File: src/pkg/pio_pkg.sv
// Shared offsets, field positions, reset values and carrier types of the parallel I/O block.
`default_nettype none

package pio_pkg;

   // Byte offsets inside the port block region.
   localparam logic [7:0] PORT_A_OFF    = 8'h00;
   localparam logic [7:0] PORT_B_OFF    = 8'h01;
   localparam logic [7:0] PORT_C_OFF    = 8'h02;
   localparam logic [7:0] PORT_CFG_OFF  = 8'h03;
   localparam logic [7:0] CTR0_OFF      = 8'h04;
   localparam logic [7:0] CTR1_OFF      = 8'h05;
   localparam logic [7:0] CTR2_OFF      = 8'h06;
   localparam logic [7:0] CTR_CTRL_OFF  = 8'h07;

   // Byte offsets inside the board control region.
   localparam logic [7:0] IRQ_REG_OFF   = 8'h4C;
   localparam logic [7:0] USER_REG_OFF  = 8'h50;

   // Interrupt register fields.
   localparam int IRQ_EN_BIT       = 0;
   localparam int IRQ_POL_BIT      = 1;
   localparam int IRQ_STAT_BIT     = 2;
   localparam int HOST_IRQ_EN_BIT  = 6;

   // User control register field.
   localparam int OSC_SEL_BIT      = 2;

   // Configuration byte fields; a set direction bit means input.
   localparam int CFG_FLAG_BIT     = 7;
   localparam int CFG_A_BIT        = 4;
   localparam int CFG_UC_BIT       = 3;
   localparam int CFG_B_BIT        = 1;
   localparam int CFG_LC_BIT       = 0;
   localparam logic [7:0] CFG_ZERO_MASK = 8'h64;

   // Values after reset.
   localparam logic [7:0]  CFG_RESET       = 8'h9B;
   localparam logic [7:0]  PORT_OUT_RESET  = 8'h00;
   localparam logic [31:0] IRQ_REG_RESET   = 32'h00000041;
   localparam logic [31:0] USER_REG_RESET  = 32'h00000002;
   localparam logic [31:0] IRQ_RO_MASK     = 32'h00000004;
   localparam logic        HOST_IRQ_RESET  = 1'h1;

   // One host I/O access, offered for a single clock cycle.
   typedef struct packed {
      logic        sel_ctrl;
      logic        sel_port;
      logic        rd;
      logic        wr;
      logic [7:0]  addr;
      logic [31:0] wdata;
   } pio_host_req_t;

   // The twenty-four port lines, grouped by port.
   typedef struct packed {
      logic [7:0] a;
      logic [7:0] b;
      logic [7:0] c;
   } pio_lines_t;

   // Write strobes and data towards the counter logic.
   typedef struct packed {
      logic [2:0] load;
      logic       ctrl_wr;
      logic [7:0] data;
   } pio_ctr_wr_t;

endpackage

`default_nettype wire

File: src/verilog/pio_sync3.sv
// Three-stage input synchroniser that accepts a bit once its last two stages agree.
`timescale 1ns/1ps
`default_nettype none

module pio_sync3 #(
   parameter int WIDTH = 25
) (
   input  wire logic             clock,
   input  wire logic             rst_n,
   input  wire logic [WIDTH-1:0] d,
   output var  logic [WIDTH-1:0] q
);

   logic [WIDTH-1:0] ff1_reg;
   logic [WIDTH-1:0] ff2_reg;
   logic [WIDTH-1:0] ff3_reg;
   logic [WIDTH-1:0] q_reg;
   logic [WIDTH-1:0] q_next;
   wire  logic [WIDTH-1:0] agree;

   // The first stage may be metastable, so only the second stage looks at it.
   assign agree  = ~(ff2_reg ^ ff3_reg);
   assign q_next = (agree & ff3_reg) | (~agree & q_reg);
   assign q      = q_reg;

   always_ff @(posedge clock)
   begin
      if (!rst_n)
      begin
         ff1_reg <= '0;
         ff2_reg <= '0;
         ff3_reg <= '0;
         q_reg   <= '0;
      end
      else
      begin
         ff1_reg <= d;
         ff2_reg <= ff1_reg;
         ff3_reg <= ff2_reg;
         q_reg   <= q_next;
      end
   end

endmodule

`default_nettype wire

File: src/verilog/pio_regs.sv
// Register block of a 24-line parallel I/O board with interrupt control, and clock-select control on the counter variant only.
`timescale 1ns/1ps
`default_nettype none

module pio_regs #(
   parameter bit HAS_COUNTER = 1'b1
) (
   input  wire logic                   clock,
   input  wire logic                   rst_n,
   input  wire pio_pkg::pio_host_req_t host_req,
   output var  logic [31:0]            host_rdata,
   output var  logic                   host_rvalid,
   input  wire pio_pkg::pio_lines_t    line_in,
   output var  pio_pkg::pio_lines_t    line_out,
   output var  pio_pkg::pio_lines_t    line_oe,
   input  wire logic                   irq_source_in,
   output var  logic                   host_irq,
   output var  pio_pkg::pio_ctr_wr_t   ctr_wr,
   output var  logic [2:0]             ctr_rd,
   input  wire logic [7:0]             ctr_rdata,
   output var  logic                   osc_freq_select
);

   // Port output latches and direction configuration.
   logic [7:0]  out_a_reg;
   logic [7:0]  out_b_reg;
   logic [7:0]  out_c_reg;
   logic [7:0]  cfg_reg;

   // Board control words.
   logic [31:0] irq_reg;
   logic [31:0] user_reg;
   logic        host_irq_reg;

   // Host read answer and counter strobes.
   logic [31:0] rdata_reg;
   logic        rvalid_reg;
   pio_pkg::pio_ctr_wr_t ctr_wr_reg;

   // Synchronised pins.
   wire logic [24:0]         sync_q;
   wire pio_pkg::pio_lines_t pins;
   wire logic                irq_active;

   // Picks, bit by bit, the driven value where a line is an output and the pin otherwise.
   function automatic logic [7:0] pio_pick(
      input logic [7:0] oe,
      input logic [7:0] drive,
      input logic [7:0] pin
   );
      return (oe & drive) | (~oe & pin);
   endfunction

   // Compares a host offset with one location of the map.
   function automatic logic pio_at(
      input logic [7:0] addr,
      input logic [7:0] off
   );
      return addr == off;
   endfunction

   pio_sync3 #(
      .WIDTH (25)
   ) u_sync (
      .clock (clock),
      .rst_n (rst_n),
      .d     ({irq_source_in, line_in}),
      .q     (sync_q)
   );

   assign pins       = sync_q[23:0];
   assign irq_active = sync_q[24];

   // Region selects; a control-region access wins if both are raised.
   wire logic ctrl_sel;
   wire logic port_sel;
   wire logic ctr_ok;
   assign ctrl_sel = host_req.sel_ctrl;
   assign port_sel = host_req.sel_port & ~host_req.sel_ctrl;
   assign ctr_ok   = HAS_COUNTER;

   // Write decode of the port block.
   wire logic wr_port;
   wire logic wr_a;
   wire logic wr_b;
   wire logic wr_c;
   wire logic wr_cfg;
   wire logic cfg_legal;
   assign wr_port   = host_req.wr & port_sel;
   assign wr_a      = wr_port & pio_at(host_req.addr, pio_pkg::PORT_A_OFF);
   assign wr_b      = wr_port & pio_at(host_req.addr, pio_pkg::PORT_B_OFF);
   assign wr_c      = wr_port & pio_at(host_req.addr, pio_pkg::PORT_C_OFF);
   assign wr_cfg    = wr_port & pio_at(host_req.addr, pio_pkg::PORT_CFG_OFF);

   // Only the plain input/output mode exists here, so any other byte is ignored.
   assign cfg_legal = host_req.wdata[pio_pkg::CFG_FLAG_BIT]
                      & ((host_req.wdata[7:0] & pio_pkg::CFG_ZERO_MASK) == 8'h00);

   // Counter locations, present only on the counter variant.
   wire logic [2:0] wr_ctr;
   wire logic       wr_ctr_ctrl;
   wire logic [2:0] rd_ctr;
   assign wr_ctr[0]   = wr_port & ctr_ok & pio_at(host_req.addr, pio_pkg::CTR0_OFF);
   assign wr_ctr[1]   = wr_port & ctr_ok & pio_at(host_req.addr, pio_pkg::CTR1_OFF);
   assign wr_ctr[2]   = wr_port & ctr_ok & pio_at(host_req.addr, pio_pkg::CTR2_OFF);
   assign wr_ctr_ctrl = wr_port & ctr_ok
                        & pio_at(host_req.addr, pio_pkg::CTR_CTRL_OFF);
   assign rd_ctr[0]   = host_req.rd & port_sel & ctr_ok
                        & pio_at(host_req.addr, pio_pkg::CTR0_OFF);
   assign rd_ctr[1]   = host_req.rd & port_sel & ctr_ok
                        & pio_at(host_req.addr, pio_pkg::CTR1_OFF);
   assign rd_ctr[2]   = host_req.rd & port_sel & ctr_ok
                        & pio_at(host_req.addr, pio_pkg::CTR2_OFF);
   assign ctr_rd      = rd_ctr;

   // Board control region decode.
   wire logic wr_irq;
   wire logic wr_user;
   assign wr_irq  = host_req.wr & ctrl_sel & pio_at(host_req.addr, pio_pkg::IRQ_REG_OFF);
   assign wr_user = host_req.wr & ctrl_sel & ctr_ok
                    & pio_at(host_req.addr, pio_pkg::USER_REG_OFF);

   // Direction masks, high where the device drives a line.
   wire logic [7:0] oe_a;
   wire logic [7:0] oe_b;
   wire logic [7:0] oe_c;
   assign oe_a = {8{~cfg_reg[pio_pkg::CFG_A_BIT]}};
   assign oe_b = {8{~cfg_reg[pio_pkg::CFG_B_BIT]}};
   assign oe_c = {{4{~cfg_reg[pio_pkg::CFG_UC_BIT]}},
                  {4{~cfg_reg[pio_pkg::CFG_LC_BIT]}}};

   // Output latches drive the pins whatever the direction was when they were written.
   assign line_out.a = out_a_reg;
   assign line_out.b = out_b_reg;
   assign line_out.c = out_c_reg;
   assign line_oe.a  = oe_a;
   assign line_oe.b  = oe_b;
   assign line_oe.c  = oe_c;

   // Port read values mix latch and live pins per direction.
   wire logic [7:0] rd_a;
   wire logic [7:0] rd_b;
   wire logic [7:0] rd_c;
   assign rd_a = pio_pick(oe_a, out_a_reg, pins.a);
   assign rd_b = pio_pick(oe_b, out_b_reg, pins.b);
   assign rd_c = pio_pick(oe_c, out_c_reg, pins.c);

   // Port region read mux; bytes sit in the low lane and unmapped offsets read zero.
   wire logic [7:0] port_rd_byte;
   assign port_rd_byte =
      pio_at(host_req.addr, pio_pkg::PORT_A_OFF)   ? rd_a      :
      pio_at(host_req.addr, pio_pkg::PORT_B_OFF)   ? rd_b      :
      pio_at(host_req.addr, pio_pkg::PORT_C_OFF)   ? rd_c      :
      pio_at(host_req.addr, pio_pkg::PORT_CFG_OFF) ? cfg_reg   :
      (rd_ctr != 3'h0)                             ? ctr_rdata : 8'h00;

   // The status bit is never stored; it shows the live interrupt condition.
   wire logic [31:0] irq_rd_word;
   assign irq_rd_word = (irq_reg & ~pio_pkg::IRQ_RO_MASK)
                        | ({31'h0, irq_active} << pio_pkg::IRQ_STAT_BIT);

   wire logic [31:0] ctrl_rd_word;
   assign ctrl_rd_word =
      pio_at(host_req.addr, pio_pkg::IRQ_REG_OFF)            ? irq_rd_word :
      (ctr_ok & pio_at(host_req.addr, pio_pkg::USER_REG_OFF)) ? user_reg    : 32'h00000000;

   wire logic [31:0] rd_word;
   assign rd_word = ctrl_sel ? ctrl_rd_word :
                    port_sel ? {24'h000000, port_rd_byte} : 32'h00000000;

   // Host interrupt level; the inactive level is the inverse of the chosen polarity.
   wire logic irq_fire;
   wire logic host_irq_next;
   assign irq_fire      = irq_active
                          & irq_reg[pio_pkg::IRQ_EN_BIT]
                          & irq_reg[pio_pkg::HOST_IRQ_EN_BIT];
   assign host_irq_next = irq_fire ? irq_reg[pio_pkg::IRQ_POL_BIT]
                                   : ~irq_reg[pio_pkg::IRQ_POL_BIT];

   assign host_irq        = host_irq_reg;
   assign osc_freq_select = user_reg[pio_pkg::OSC_SEL_BIT];
   assign host_rdata      = rdata_reg;
   assign host_rvalid     = rvalid_reg;
   assign ctr_wr          = ctr_wr_reg;

   // Port output latches; a write lands whatever the current direction.
   always_ff @(posedge clock)
   begin
      if (!rst_n)
      begin
         out_a_reg <= pio_pkg::PORT_OUT_RESET;
         out_b_reg <= pio_pkg::PORT_OUT_RESET;
         out_c_reg <= pio_pkg::PORT_OUT_RESET;
      end
      else
      begin
         if (wr_a)
            out_a_reg <= host_req.wdata[7:0];
         if (wr_b)
            out_b_reg <= host_req.wdata[7:0];
         if (wr_c)
            out_c_reg <= host_req.wdata[7:0];
      end
   end

   // Direction configuration; reset leaves every line an input.
   always_ff @(posedge clock)
   begin
      if (!rst_n)
         cfg_reg <= pio_pkg::CFG_RESET;
      else if (wr_cfg & cfg_legal)
         cfg_reg <= host_req.wdata[7:0];
   end

   // Board control words keep every writable bit, since other bits have other uses.
   always_ff @(posedge clock)
   begin
      if (!rst_n)
      begin
         irq_reg  <= pio_pkg::IRQ_REG_RESET;
         user_reg <= pio_pkg::USER_REG_RESET;
      end
      else
      begin
         if (wr_irq)
            irq_reg <= host_req.wdata & ~pio_pkg::IRQ_RO_MASK;
         if (wr_user)
            user_reg <= host_req.wdata;
      end
   end

   // Host interrupt pin follows its cause one cycle later.
   always_ff @(posedge clock)
   begin
      if (!rst_n)
         host_irq_reg <= pio_pkg::HOST_IRQ_RESET;
      else
         host_irq_reg <= host_irq_next;
   end

   // Read answer one cycle after the request; data holds until the next read.
   always_ff @(posedge clock)
   begin
      if (!rst_n)
      begin
         rdata_reg  <= 32'h00000000;
         rvalid_reg <= 1'b0;
      end
      else
      begin
         rvalid_reg <= host_req.rd;
         if (host_req.rd)
            rdata_reg <= rd_word;
      end
   end

   // Counter load and control strobes are registered so the data goes out with them.
   always_ff @(posedge clock)
   begin
      if (!rst_n)
         ctr_wr_reg <= '0;
      else
      begin
         ctr_wr_reg.load    <= wr_ctr;
         ctr_wr_reg.ctrl_wr <= wr_ctr_ctrl;
         if ((wr_ctr != 3'h0) | wr_ctr_ctrl)
            ctr_wr_reg.data <= host_req.wdata[7:0];
      end
   end

endmodule

`default_nettype wire

File: config.mk
export PLATFORM = sky130hd
export DESIGN_NAME = pio_regs
export DESIGN_NICKNAME = d
export VERILOG_FILES = /design/src/pkg/pio_pkg.sv /design/src/verilog/pio_sync3.sv /design/src/verilog/pio_regs.sv
export SDC_FILE = /design/constraint.sdc
export NUM_CORES = 1
export LEC_CHECK = 0
export BUFFER_PORTS_ARGS = -buffer_cell sky130_fd_sc_hd__clkbuf_2
export CELL_PAD_IN_SITES_DETAIL_PLACEMENT = 1
export CELL_PAD_IN_SITES_GLOBAL_PLACEMENT = 2
export CORE_ASPECT_RATIO = 1.1
export CORE_UTILIZATION = 30
export DETAILED_ROUTE_END_ITERATION = 6
export PLACE_DENSITY_LB_ADDON = 0.1
export RECOVER_POWER = 100
export SKIP_CTS_REPAIR_TIMING = 1
export SLEW_MARGIN = 30
export SYNTH_ARGS = -nofsm -noshare
export SYNTH_HDL_FRONTEND = slang
export SYNTH_HIERARCHICAL = 1
export SYNTH_SLANG_ARGS = --single-unit
File: constraint.sdc
create_clock -name clock -period 1.8 [get_ports clock]
set_clock_uncertainty 0.2 [all_clocks]
set_input_delay 0 -clock clock [delete_from_list [all_inputs] [get_ports clock]]
set_output_delay 0 -clock clock [all_outputs]
set_load 0.02 [all_outputs]
Yosys cells after proc, flatten, opt, wreduce, memory -nomap -nowiden. Cells that the tools add are included. Widths: inputs -> output; s select.

Flip-flop bits (word level): 241. Output and inout bits: 98.

Reductions and logical operators: 4. Bitwise gates (word level): 47. Equal/unequal tests: 9. Muxes and demuxes: 10.

Operators by type and width (count): $mux 32 (3); $and 25x25->25 (2); $not 25->25 (2); $and 8x8->8 (6); $mux 8 (6); $eq 8x3->1 const B (4); $or 32x3->32 (1); $or 25x25->25 (1); $xor 25x25->25 (1); $not 8->8 (3); $or 8x8->8 (3); $and 1x1->1 (21); $eq 8x2->1 const B (2); $eq 8x7->1 const B (2); $logic_not 8->1 (2); $eq 8x1->1 const B (1); $not 1->1 (6); $reduce_bool 3->1 (2); $mux 1 (1); $or 1x1->1 (1).

Depth between registers and ports, before layout.
Depth in word-level cells: 12. Depth in mapped cells: 8. Gate-level depth less buffers: 5.

Cells and area by module. The synthesis kept the hierarchy.

Modules (own cells, without submodules): pio_regs (cells each 781, area an instance 6513.7 µm², times used 1); pio_sync3 (cells each 261, area an instance 2987.9 µm², times used 1).

Worst setup path before layout. Ideal clock, no wire load.

Kind: input to register. From: in host_req[36] (netlist name). To: reg cfg_reg[4]. Path buffers: 1. Slack: 0.020 ns. Arrival time: 1.451 ns. Data required time: 1.471 ns. Stages on the path: 6. Library setup time: 0.129 ns. Cells stage by stage: or4_4 nor4_1 buf_2 nand4b_4 mux2i_1 nand2_1.

Word-level cells in the longest chain between the ends: 3.

Ends and longest elaborated chain: from (decl) (RTL line pio_regs.sv:10) `input wire pio_pkg::pio_host_req_t host_req,`; $eq 8x2->1 (RTL line pio_regs.sv:59) `return addr == off;`; $and 1x1->1 (RTL line pio_regs.sv:93) `assign wr_cfg = wr_port & pio_at(host_req.addr, pio_pkg::PORT_CFG_OFF);`; $and 1x1->1 (RTL line pio_regs.sv:211) `else if (wr_cfg & cfg_legal)`; to (signal assigned) (RTL line pio_regs.sv:210) `cfg_reg <= pio_pkg::CFG_RESET;`; to (signal assigned) (RTL line pio_regs.sv:212) `cfg_reg <= host_req.wdata[7:0];`; to (decl) (RTL line pio_regs.sv:28) `logic [7:0] cfg_reg;`.

No other way between the ends. A chain may end at the register's enable or synchronous reset.

Worst setup path in the final report.
From: in host_req[36] (netlist name). To: out ctr_rd[2].

Word-level cells in the longest chain between the ends: 2.

Ends and longest elaborated chain: $eq 8x3->1 (RTL line pio_regs.sv:59); $and 1x1->1 (RTL line pio_regs.sv:113) `& pio_at(host_req.addr, pio_pkg::CTR2_OFF);`; to (decl) (RTL line pio_regs.sv:19) `output var logic [2:0] ctr_rd,`.

No other way between the ends.

==> results.md <==
- Global-route wire length before repair: 46,100 µm
- Ports: between 150 and 200
- LEAKAGE: roughly 4.7 nW
- Clock sink total: between 200 and 250
- Vias post-DR: between 7,000 and 8,000
- Prevailing post-synth register cell: dfxtp_1
- Max Clk Rate: 562 MHz
- VDD IR max: ~0.00063 V
- CTS root buffer: clkbuf_16
- DRT Wirelength: 30,100 µm
- Worst hold path type: in2reg
- Startpoint Class: primary input
- Fillers: 3,648
- Input/output buffers: 176
- Post-synth EDFFs: 0
- FP Rows: 67
- Core Area: just over 0.03 mm²
- Worst R2R End: host_rdata[1]
- DIE AREA: roughly 0.032 mm²
- CTS buffer count: 28
- PD cells: 914 mW/mm²
- Crit path max fanout: 3
- Final nets: ~1,400
- First-pass iteration count of the detailed router: 4
- CTS tree: yes
- Slew headroom: ~45%
- Initial antenna violation count: 0
- R2R setup slack: ~0.11 ns
- Final hold violations: 9
- Post-Syn Area: about 0.0095 mm²
- Largest net degree at the start of global routing: 129
- Die height: 189 µm
- FF-to-FF Start: cfg_reg[4]
- Synth top area cells: dfxtp_1 51%, nand2_1 7.3%, and2_1 6.6%, a21boi_1 6.5%, mux2i_1 3.8%
- Routed len/inst: approximately 18 µm
- Clock Path Buffers: 3
- Critical path data arrival time: ~1.6 ns
- # placed instances: between 1,500 and 2,000
- Crit. Startpoint: host_req[36]
- Violated checks: hold timing
- Drt initial violations: 342
- Post-Route Setup TNS: 0 ns
- Setup crit end kind: primary output
- P&R area growth vs syn: 31.8%
- Worst-Margin Slew: just over 0.8 ns
- Grt total ovfl: 0
- RSZ-0062 raised after global routing: false
- Vias in the first global route: ~8,000
- Via-to-Cell Ratio: 4.65
- Register area share after synthesis: 50.8%
- Post-synth top cells: 241 x dfxtp_1, 186 x nand2_1, 100 x and2_1
- Syn. warnings: 6
- Final period util: between 90 and 100%
- Post-DP HPWL: 20,700 µm
- Cells on worst reg2reg path: 5
- Asr flop ratio synth: 0%
- Tmin final: ~1.8 ns
- CP Data Required Time: 1.60 ns
- Skew-Pair Late Insertion Delay: roughly 0.54 ns
- GP Congestion: about 0.76
- Final cell count without fillers: around 1,700
- Starting density of the core: a little over 30%
- Total GRT Usage: 18.5%
- Status: finished, violations left
- Final Setup Violations: 0
- Die X: about 170 µm
- Most common cell in the netlist: dfxtp_1
- Total power: about 0.011 W
- Post-route ant nets: 0
- Synth cell types: 37
- CP endpoint: ctr_rd[2]
- Mapped Cells: roughly 1,000
- Antenna Cells: 0
- Hold WS: -0.0400 ns
- Final Max Tran Viols: 0
- Area of the multi-input gates: approximately 0.004 mm²
- Post-synth top area share: between 50% and 60%
- Syn_nets: between 1,000 and 1,500
- Dpl cell area: ~0.011 mm²
- Fraction of layout cells with a size suffix above 1: between 10% and 20%
- Mapped Avg Cell Area: between 9 and 10 µm²
- H-tree levels: 1
- Drc violations: 0
- Worst Path Class, Setup: in2out
- Max cap viols: 0
- Leading area contributor after synthesis: dfxtp_1
- Final instance area: 0.0125 mm²
- Register area: ~0.0048 mm²
- Clock-pin slew on the worst setup and hold paths: 0.05 ns
- Yosys reg bits: 241
-- per-layer routing --
layer,wire length [µm],part of all wire (%),GRT usage [%],up-vias
met3,1210,4.0,2.39,45
met4,788,2.6,5.56,0
met5,0,0,0,-
met1,13300,44,23.4,3807
met2,14900,49,32.4,156
li1,-,-,-,3984
-- cell families after synthesis --
logic type | synth area share (%)
flip-flops | 50.8
AO/OA/AOI/OAI | 19.7
AND/OR/NAND/NOR | 19.1
multiplexers | 3.79
buffers and inverters | 6.56
XOR/XNOR | 0.0922
-- how the worst min path moves through the flow --
stage	startpoint	end	slack, ns	cells after the start
global route	host_req[35]	user_reg[1]	0.002	6
finish	host_req[35]	user_reg[1]	-0.04	6
detailed placement	line_in[17]	u_sync/ff1_reg[17]	0.005	2
CTS	line_in[17]	u_sync/ff1_reg[17]	-0.56	2
global placement	line_in[17]	u_sync/ff1_reg[17]	-0.001	2
floorplan	line_in[17]	u_sync/ff1_reg[17]	-0.08	1
-- report_power, final --
group | switching [W] | internal, W | total (W) | leakage [nW]
clock network | 0.00220 | 0.00317 | 0.00538 | 0.435
logic | 0.000329 | 0.000310 | 0.000639 | 2.36
registers | 0.0000259 | 0.00541 | 0.00543 | 1.95
total | 0.00256 | 0.00889 | 0.0115 | 4.75
-- through the flow --
step | util, % | setup slack, ns
2_1_floorplan | - | 0.0204
3_3_place_gp | 35.7 | -0.258
3_5_place_dp | 35.7 | -0.279
4_1_cts | 38.5 | -0.134
5_1_grt | 40.6 | 0.00139
6_report | 40.6 | 0.0192
-- critical path: stages --
cell and delay [ns]:
clkbuf_2 0.12, or4_4 0.55, or4_4 0.44, buf_4 0.17, nor2_1 0.11, clkbuf_2 0.18
-- cell usage in the layout (no fill, tap or decap), types with 9 or more instances in the layout --
cell type	instances
nand3_1	23
dfxtp_1	241
inv_1	42
o21ai_0	33
buf_4	42
o22ai_1	32
and2_0	28
nand2_1	186
clkbuf_1	76
dlygate4sd3_1	77
clkbuf_2	106
a21oi_1	32
nor2b_1	25
clkbuf_16	29
a22oi_1	32
and2_1	72
a21boi_0	101
mux2i_1	36
buf_12	9
-- final cells by class --
class / instances / area share [%]
clock buffers: 39 / 6.65
clock inverters: 6 / 0.240
inverters: 42 / 1.26
multi-input cells: 667 / 32.4
flip-flops and latches: 241 / 38.5
well taps: 414 / 4.14
repair buffers: 311 / 16.8
No activity file was read; power rests on OpenSTA's default activity.
